--- src/include/ipr_defs.svh ---
// offsets, field positions, reset values and timing in ns for the request word and its controller
`ifndef IPR_DEFS_SVH
`define IPR_DEFS_SVH

// ==========================================================
// views of the request word
`define IPR_POLL_VIEW 1'h0
`define IPR_ACCEPT_VIEW 1'h1
`define IPR_PRIO_MSB 31
`define IPR_PRIO_LSB 24
`define IPR_SRC_MSB 23
`define IPR_SRC_LSB 0
`define IPR_PRIO_RESET 8'h00
`define IPR_SRC_NONE 24'h000000

// ==========================================================
// timing
`define IPR_CLK_PERIOD_NS 25
`define IPR_LINE_DROP_NS 50

// ==========================================================
// controller registers (byte addresses)
`define CTL_OP_ADDR 5'h00
`define CTL_DATA_ADDR 5'h04
`define CTL_RESULT_ADDR 5'h08
`define CTL_STATUS_ADDR 5'h0C
`define CTL_ENABLE_ADDR 5'h10
`define ST_BUSY_BIT 0
`define ST_LINE_BIT 1
`define ST_ENABLE_BIT 2
`define ST_TAKEN_BIT 3
`define ST_MATCH_BIT 4
`define ST_SPURIOUS_BIT 5

`endif

--- src/include/ipr_pkg.sv ---
// types shared by both ends of the request word link
package ipr_pkg;

	typedef logic [7:0] priority_t;

	// source identifier, most significant field first
	typedef struct packed {
		logic [10:0] impl_field;
		logic [8:0] unit_identifier;
		logic [3:0] source_number;
	} source_id_s;

	typedef enum logic [1:0] {
		OP_POLL_LOAD = 2'b00,
		OP_ACCEPT_LOAD = 2'b01,
		OP_PRIORITY_STORE = 2'b10,
		OP_COMPLETION_STORE = 2'b11
	} op_e;

	// smaller byte wins; all ones is least favored
	function automatic logic more_favored(input priority_t a, input priority_t b);
		more_favored = a < b;
	endfunction

endpackage

--- src/include/ipr_if.sv ---
// load/store link between the processor and its presentation logic
`timescale 1ns/1ps
interface ipr_if;
	logic req_load;
	logic req_store;
	logic req_accept_view;
	logic req_word;
	logic [31:0] req_data;
	logic rsp_valid;
	logic [31:0] rsp_data;
	logic int_line;

	modport device (
		input req_load,
		input req_store,
		input req_accept_view,
		input req_word,
		input req_data,
		output rsp_valid,
		output rsp_data,
		output int_line
	);

	modport processor (
		output req_load,
		output req_store,
		output req_accept_view,
		output req_word,
		output req_data,
		input rsp_valid,
		input rsp_data,
		input int_line
	);
endinterface

--- src/verilog/offer_arbiter.sv ---
// decides whether a routing offer is presented and whether it preempts
`timescale 1ns/1ps
`include "ipr_defs.svh"
module offer_arbiter (
	input wire logic [23:0] offer_id,
	input wire logic [7:0] offer_prio,
	input wire logic [7:0] current_priority,
	input wire logic [7:0] presented_prio,
	input wire logic held,
	output logic take,
	output logic preempt
);
	// ==========================================================
	// comparisons
	wire over_current = ipr_pkg::more_favored(offer_prio, current_priority);
	wire over_held = ipr_pkg::more_favored(offer_prio, presented_prio);
	wire nonzero = offer_id != `IPR_SRC_NONE;

	// a held source only yields to a strictly more favored one
	assign take = nonzero & over_current & (~held | over_held);
	assign preempt = take & held;
endmodule

--- src/verilog/request_word_device.sv ---
// per-processor request word: poll view, accepting view, routing side
//
// Local design decision: the address-and-strobe port.
`timescale 1ns/1ps
`include "ipr_defs.svh"
module request_word_device #(
	parameter bit LATCH_LINE = 1'b1,
	parameter int DROP_NS = `IPR_LINE_DROP_NS
) (
	input wire logic ref_clk,
	input wire logic sys_rst,
	ipr_if.device bus,
	input wire logic offer_valid,
	input wire logic [23:0] offer_id,
	input wire logic [7:0] offer_prio,
	output logic offer_taken,
	output logic offer_reject,
	output logic reject_valid,
	output logic [23:0] reject_id,
	output logic completion_reset,
	output logic [23:0] completion_id,
	output logic [7:0] completion_level
);
	// ==========================================================
	// timing
	// least time, so round up; never below one cycle
	localparam int DROP_RAW = (DROP_NS + `IPR_CLK_PERIOD_NS - 1) / `IPR_CLK_PERIOD_NS;
	localparam int DROP_CYCLES = (DROP_RAW < 1) ? 1 : DROP_RAW;
	localparam logic [7:0] DROP_LAST = 8'(DROP_CYCLES - 1);

	typedef enum logic [1:0] {
		ST_IDLE = 2'b00,
		ST_DROP = 2'b01
	} state_e;

	// ==========================================================
	// state
	state_e state;
	logic [7:0] drop_cnt;
	ipr_pkg::priority_t current_priority;
	ipr_pkg::source_id_s source_identifier;
	ipr_pkg::priority_t presented_prio;
	logic line;

	// ==========================================================
	// request decode
	wire idle = state == ST_IDLE;
	wire any_req = bus.req_load | bus.req_store;
	wire poll_load = idle & bus.req_load & (bus.req_accept_view == `IPR_POLL_VIEW);
	wire accept_load = idle & bus.req_load & (bus.req_accept_view == `IPR_ACCEPT_VIEW);
	wire view4_store = idle & bus.req_store & (bus.req_accept_view == `IPR_ACCEPT_VIEW);
	wire prio_store = view4_store & ~bus.req_word;
	wire completion_store = view4_store & bus.req_word;
	wire [7:0] store_prio = bus.req_data[`IPR_PRIO_MSB:`IPR_PRIO_LSB];
	wire [23:0] store_src = bus.req_data[`IPR_SRC_MSB:`IPR_SRC_LSB];
	wire [23:0] held_src = source_identifier;
	wire held = held_src != `IPR_SRC_NONE;
	wire [31:0] word_now = {current_priority, held_src};

	// a held request no longer more favored than the new priority goes back
	wire store_drop = prio_store & held & ~ipr_pkg::more_favored(presented_prio, store_prio);

	// offers wait while any load or store is in hand, so pulses never collide
	wire offer_live = offer_valid & ~offer_taken & ~offer_reject & idle & ~any_req;

	wire take;
	wire preempt;

	// ==========================================================
	// offer arbitration
	offer_arbiter arbiter (
		.offer_id(offer_id),
		.offer_prio(offer_prio),
		.current_priority(current_priority),
		.presented_prio(presented_prio),
		.held(held),
		.take(take),
		.preempt(preempt)
	);

	assign bus.int_line = line;

	// ==========================================================
	// accept sequence state machine
	always_ff @(posedge ref_clk or posedge sys_rst) begin
		if (sys_rst) begin
			state <= ST_IDLE;
			drop_cnt <= 8'h00;
		end else begin
			case (state)
				ST_IDLE: begin
					if (accept_load) begin
						state <= ST_DROP;
						drop_cnt <= DROP_LAST;
					end
				end
				ST_DROP: begin
					if (drop_cnt == 8'h00) begin
						state <= ST_IDLE;
					end else begin
						drop_cnt <= drop_cnt - 8'h01;
					end
				end
				default: begin
					state <= ST_IDLE;
				end
			endcase
		end
	end

	// ==========================================================
	// load answers
	always_ff @(posedge ref_clk or posedge sys_rst) begin
		if (sys_rst) begin
			bus.rsp_valid <= 1'b0;
			bus.rsp_data <= 32'h00000000;
		end else begin
			bus.rsp_valid <= 1'b0;
			if (poll_load) begin
				bus.rsp_valid <= 1'b1;
				bus.rsp_data <= word_now;
			end else if (state == ST_DROP && drop_cnt == 8'h00) begin
				// line has been low long enough; zero here marks a phantom
				bus.rsp_valid <= 1'b1;
				bus.rsp_data <= word_now;
			end
		end
	end

	// ==========================================================
	// priority and source identifier
	always_ff @(posedge ref_clk or posedge sys_rst) begin
		if (sys_rst) begin
			current_priority <= `IPR_PRIO_RESET;
			source_identifier <= `IPR_SRC_NONE;
			presented_prio <= 8'hFF;
		end else if (state == ST_DROP && drop_cnt == 8'h00) begin
			// after the transfer, same edge as the answer is registered
			if (held) begin
				current_priority <= presented_prio;
			end
			source_identifier <= `IPR_SRC_NONE;
		end else if (prio_store) begin
			current_priority <= store_prio;
			if (store_drop) begin
				source_identifier <= `IPR_SRC_NONE;
			end
		end else if (completion_store) begin
			// identifier in the data only names the source to reset
			current_priority <= store_prio;
		end else if (offer_live && take) begin
			// never reached during the accept sequence: offers need idle
			source_identifier <= offer_id;
			presented_prio <= offer_prio;
		end
	end

	// ==========================================================
	// interrupt line
	always_ff @(posedge ref_clk or posedge sys_rst) begin
		if (sys_rst) begin
			line <= 1'b0;
		end else if (accept_load) begin
			line <= 1'b0;
		end else if (offer_live && take) begin
			line <= 1'b1;
		end else if (store_drop && !LATCH_LINE) begin
			line <= 1'b0;
		end
	end

	// ==========================================================
	// routing side answers
	always_ff @(posedge ref_clk or posedge sys_rst) begin
		if (sys_rst) begin
			offer_taken <= 1'b0;
			offer_reject <= 1'b0;
			reject_valid <= 1'b0;
			reject_id <= `IPR_SRC_NONE;
		end else begin
			offer_taken <= offer_live & take;
			offer_reject <= offer_live & ~take;
			reject_valid <= 1'b0;
			if (store_drop) begin
				reject_valid <= 1'b1;
				reject_id <= held_src;
			end else if (offer_live && preempt) begin
				reject_valid <= 1'b1; // preempted source is offered again later
				reject_id <= held_src;
			end else if (offer_live && !take) begin
				reject_valid <= 1'b1;
				reject_id <= offer_id;
			end
		end
	end

	// ==========================================================
	// completion resets; poll-view stores fall through untouched
	always_ff @(posedge ref_clk or posedge sys_rst) begin
		if (sys_rst) begin
			completion_reset <= 1'b0;
			completion_id <= `IPR_SRC_NONE;
			completion_level <= 8'hFF;
		end else begin
			completion_reset <= completion_store;
			if (completion_store) begin
				// no rejection here: the new priority is never more favored
				completion_id <= store_src;
				completion_level <= store_prio;
			end
		end
	end
endmodule

--- src/flat_wrapper.sv ---
// flat-port wrapper written by rule: the top's interface ports become plain ports
module request_word_device_flat 
#(
	parameter bit LATCH_LINE = 1'b1,
	parameter int DROP_NS = `IPR_LINE_DROP_NS
)
  (ref_clk, sys_rst, offer_valid, offer_id, offer_prio, offer_taken, offer_reject, reject_valid, reject_id, completion_reset, completion_id, completion_level, bus_req_load, bus_req_store, bus_req_accept_view, bus_req_word, bus_req_data, bus_rsp_valid, bus_rsp_data, bus_int_line);
  ipr_if bus_i ();
  input wire logic ref_clk;
  input wire logic sys_rst;
  input wire logic offer_valid;
  input wire logic [23:0] offer_id;
  input wire logic [7:0] offer_prio;
  output logic offer_taken;
  output logic offer_reject;
  output logic reject_valid;
  output logic [23:0] reject_id;
  output logic completion_reset;
  output logic [23:0] completion_id;
  output logic [7:0] completion_level;
  input wire logic [$bits(bus_i.req_load)-1:0] bus_req_load;
  input wire logic [$bits(bus_i.req_store)-1:0] bus_req_store;
  input wire logic [$bits(bus_i.req_accept_view)-1:0] bus_req_accept_view;
  input wire logic [$bits(bus_i.req_word)-1:0] bus_req_word;
  input wire logic [$bits(bus_i.req_data)-1:0] bus_req_data;
  output wire logic [$bits(bus_i.rsp_valid)-1:0] bus_rsp_valid;
  output wire logic [$bits(bus_i.rsp_data)-1:0] bus_rsp_data;
  output wire logic [$bits(bus_i.int_line)-1:0] bus_int_line;
  assign bus_i.req_load = bus_req_load;
  assign bus_i.req_store = bus_req_store;
  assign bus_i.req_accept_view = bus_req_accept_view;
  assign bus_i.req_word = bus_req_word;
  assign bus_i.req_data = bus_req_data;
  assign bus_rsp_valid = bus_i.rsp_valid;
  assign bus_rsp_data = bus_i.rsp_data;
  assign bus_int_line = bus_i.int_line;
  request_word_device #(.LATCH_LINE(LATCH_LINE), .DROP_NS(DROP_NS)) u_core (.ref_clk(ref_clk), .sys_rst(sys_rst), .bus(bus_i), .offer_valid(offer_valid), .offer_id(offer_id), .offer_prio(offer_prio), .offer_taken(offer_taken), .offer_reject(offer_reject), .reject_valid(reject_valid), .reject_id(reject_id), .completion_reset(completion_reset), .completion_id(completion_id), .completion_level(completion_level));
endmodule
--- config.mk ---
export PLATFORM = sky130hd
export DESIGN_NAME = request_word_device_flat
export DESIGN_NICKNAME = d
export VERILOG_FILES = /design/src/include/ipr_pkg.sv /design/src/include/ipr_if.sv /design/src/verilog/offer_arbiter.sv /design/src/verilog/request_word_device.sv /design/src/flat_wrapper.sv
export VERILOG_INCLUDE_DIRS = /design/src /design/src/include
export SDC_FILE = /design/constraint.sdc
export NUM_CORES = 1
export LEC_CHECK = 0
export BUFFER_PORTS_ARGS = -buffer_cell sky130_fd_sc_hd__clkbuf_2
export CORE_MARGIN = 5
export CORE_UTILIZATION = 50
export CTS_CLUSTER_DIAMETER = 80
export CTS_CLUSTER_SIZE = 8
export DETAILED_ROUTE_END_ITERATION = 10
export GPL_ROUTABILITY_DRIVEN = 0
export PLACE_DENSITY = 0.76
export SYNTH_ARGS = -nofsm -noshare
export SYNTH_HDL_FRONTEND = slang
export SYNTH_SLANG_ARGS = --single-unit
--- constraint.sdc ---
create_clock -name ref_clk -period 15.18 [get_ports ref_clk]
set_input_delay 3.036 -clock ref_clk [delete_from_list [all_inputs] [get_ports ref_clk]]
set_output_delay 3.036 -clock ref_clk [all_outputs]
set_load 0.03 [all_outputs]
==> impl_metrics.ini <==
[status]
outcome = completed

[timing]
finalSetupViolCount = 0
tns_ns = 0
fin_crit_ns = 5.44
period_share_pct = 35.8
fin_skew_ns = 0.00712
rsz0062_at_grt = no
setup_slack_ns = 9.74
hold_violations = 0
worstMarginPinSlew_ns = 1.11
final_max_slew_viol_count = 0
max_slew_margin_pct = 25.9
fmax_ghz = 0.184

[critical_path]
critical_path.max_fanout = 26
regToRegStartpoint = u_core.presented_prio[2]
cp.arrival_ns = 5.74
rr_endpoint = u_core.reject_id[18]
worstSetupPathType = input pin to flip-flop
startpoint_type = input pin
end_kind = flip-flop
cp.required_ns = 15.48
reg2reg_depth = 9
regToRegSetupSlack_ns = 11.90

[route]
wirelength_um = 15300
wl_per_cell_um = 16.8
drt-vias-per-instance = 5.29
drc = 0
via_count = 4834
first_iter_violations = 316
ant_nets = 0
drt_pass1_iterations = 5

[grt]
grt_antenna_before_repair = 0
grt_overflow_total = 0
grt_max_degree = 75
grt_pass1_wl_um = 24600
grt_pass1_vias = 4985
grtUsageTotal_pct = 21.1

[synthesis]
synthArstFlopShare_pct = 100
yosys_warnings = 0
synthTopCellsByCount = 127 x dfrtp_1, 108 x nand2_1, 55 x mux2_2
ys_ff_latch = 143
mappedNetlistArea_um2 = 6390
yosysUniqueCellTypes = 41
syn-num-nets = 659
synth_edf_count = 0
ys_seq_area_share_pct = 56.3
synth_top_area_share_pct = 49.7
ys_top_cells_by_area = dfrtp_1 50%, mux2_2 9.7%, dfstp_2 6.6%, nand2_1 6.3%, ha_1 4.5%
avgSynthCellArea_um2 = 11.3
syn-instance-count = 565
synth.most_common_cell = dfrtp_1
synth_ff_type = dfrtp_1
synth_top_area_cell = dfrtp_1

[cts]
clock_sinks = 143
cts_tree = done
cts_buffers = 17
clockBufferDepth = 2
cts.clk_slew.worst_paths_ns = 0.06
post_cts_buffers = 0
cts_hold_buf = 0
cts.root.buffer_cell = clkbuf_16
ctsHtreeMaxLevel = 4
clk_latency_ns = 0.42
cts_resized = 0

[layout]
drive_gt1_share_pct = 37.6
n_antenna_cell = 0
final_nets = 823
stdcell_area_um2 = 7970
area_growth_pct = 24.7

[min_path]
holdPathStages = 2
hp-start = u_core.completion_level[0]
hold_end = u_core.completion_level[0]
min_path_type = flip-flop to flip-flop

[power_and_ir_drop]
vdd_drop_max_mv = 0.0681
power-per-cell-area_nw_per_um2 = 109
leakage_nw = 4.34

[floorplanning]
start_util_pct = 50.9
pin_count = 165
die_w_um = 123
fp-row-count = 41
die_y_um = 123
dieArea_um2 = 15100
core_region_area_um2 = 12600

[place]
io_buffers = 164
dpl.hpwl_um = 11100
place_ws_ns = 9.30
dpl_cell_area_um2 = 7340

[job]
max_cap_violations = 0
flip-flops by register name, summed over array words and instances, names as in the netlist:
register	cells
u_core.completion_reset	1
u_core.offer_taken	1
u_core.bus.rsp_data	32
u_core.drop_cnt	8
u_core.held_src	24
u_core.reject_valid	1
u_core.bus.int_line	1
u_core.bus.rsp_valid	1
u_core.current_priority	8
u_core.state	1
u_core.offer_reject	1
u_core.completion_id	24
u_core.completion_level	8
u_core.presented_prio	8
u_core.reject_id	24
placed cells by master, fill, tap and decap left out, types with 3 or more instances in the layout:
cell type | netlist | final
nor4_1 | 14 | 14
nor2_1 | 31 | 31
dfrtp_1 | 127 | 127
buf_4 | 0 | 4
inv_1 | 29 | 28
bufinv_16 | 0 | 4
nand3_1 | 4 | 4
clkbuf_8 | 0 | 3
ha_1 | 23 | 23
a211oi_1 | 3 | 3
nand4_1 | 5 | 5
nor3_1 | 3 | 3
clkbuf_1 | 11 | 3
a21oi_1 | 23 | 23
mux2_2 | 55 | 55
mux2_1 | 19 | 19
clkbuf_16 | 0 | 17
dfstp_2 | 16 | 16
a21o_1 | 3 | 3
nand2_1 | 108 | 108
clkbuf_2 | 0 | 164
o21ai_0 | 29 | 29
a22o_1 | 24 | 24
worst max-delay path, cell delays in order:
cell and delay (ns):
clkbuf_2 0.11, ha_1 0.31, a211oi_1 0.20, o21ai_0 0.11, a41oi_1 0.36, nor2_2 0.13
o21ai_4 0.75, mux2_2 0.41, mux2_1 0.30
cell type report:
class                      instances  area, um^2
sequential                       143        3600
inverter                          30         118
tap                              172         215
multi-input combinational        369        2560
fill                            1008        4600
clock inverter                     9         156
clock buffer                      23         478
timing repair buffer             168         851
how the worst max path moves through the flow:
stage / start / endpoint / slack, ns / cells past startpoint
2_1_floorplan: sys_rst / u_core.bus.int_line / 8.33 / 1
3_3_place_gp: offer_prio[2] / u_core.reject_id[18] / 9.42 / 9
3_5_place_dp: offer_prio[2] / u_core.reject_id[18] / 9.30 / 9
4_1_cts: offer_prio[2] / u_core.reject_id[18] / 9.73 / 9
5_1_grt: offer_prio[2] / u_core.reject_id[18] / 9.60 / 9
6_report: offer_prio[2] / u_core.reject_id[18] / 9.74 / 9
through the flow:
stage / hold WS (ns) / power (mW) / utilization (%) / std cells
floorplan: 0.487 / 0.413 / - / 565
global placement: 0.447 / 0.431 / 58.4 / 882
detailed placement: 0.458 / 0.433 / 58.4 / 882
CTS: 0.467 / 0.877 / 63.4 / 914
global route: 0.495 / 0.900 / 63.4 / 914
finish: 0.469 / 0.867 / 63.4 / 914
power by group:
| part | switching [mW] | internal [mW] | leakage (nW) | total [mW] |
|---|---|---|---|---|
| sequential | 0.00257 | 0.385 | 1.87 | 0.387 |
| clock | 0.153 | 0.289 | 0.312 | 0.442 |
| combinational | 0.0237 | 0.0147 | 2.16 | 0.0384 |
| total | 0.179 | 0.688 | 4.34 | 0.867 |
cell families (layout without fill, tap and decap cells):
family,after synthesis,in the layout,synth area share (%)
compound gates,91,91,9.51
xor+xnor,4,4,0.548
fa+ha+maj,23,23,4.50
buf+inv,53,230,3.72
flops,143,143,56.3
mux,75,75,13.2
simple gates,176,176,12.2
metal layers:
| metal | share of wire, % | up-vias | track usage, % |
|---|---|---|---|
| li1 | - | 2277 | - |
| met1 | 41 | 2325 | 26.2 |
| met2 | 48 | 206 | 34.6 |
| met3 | 9.1 | 26 | 6.77 |
| met4 | 1.9 | 0 | 8.03 |
| met5 | 0 | - | 0 |
No activity file was read; power rests on OpenSTA's default activity.
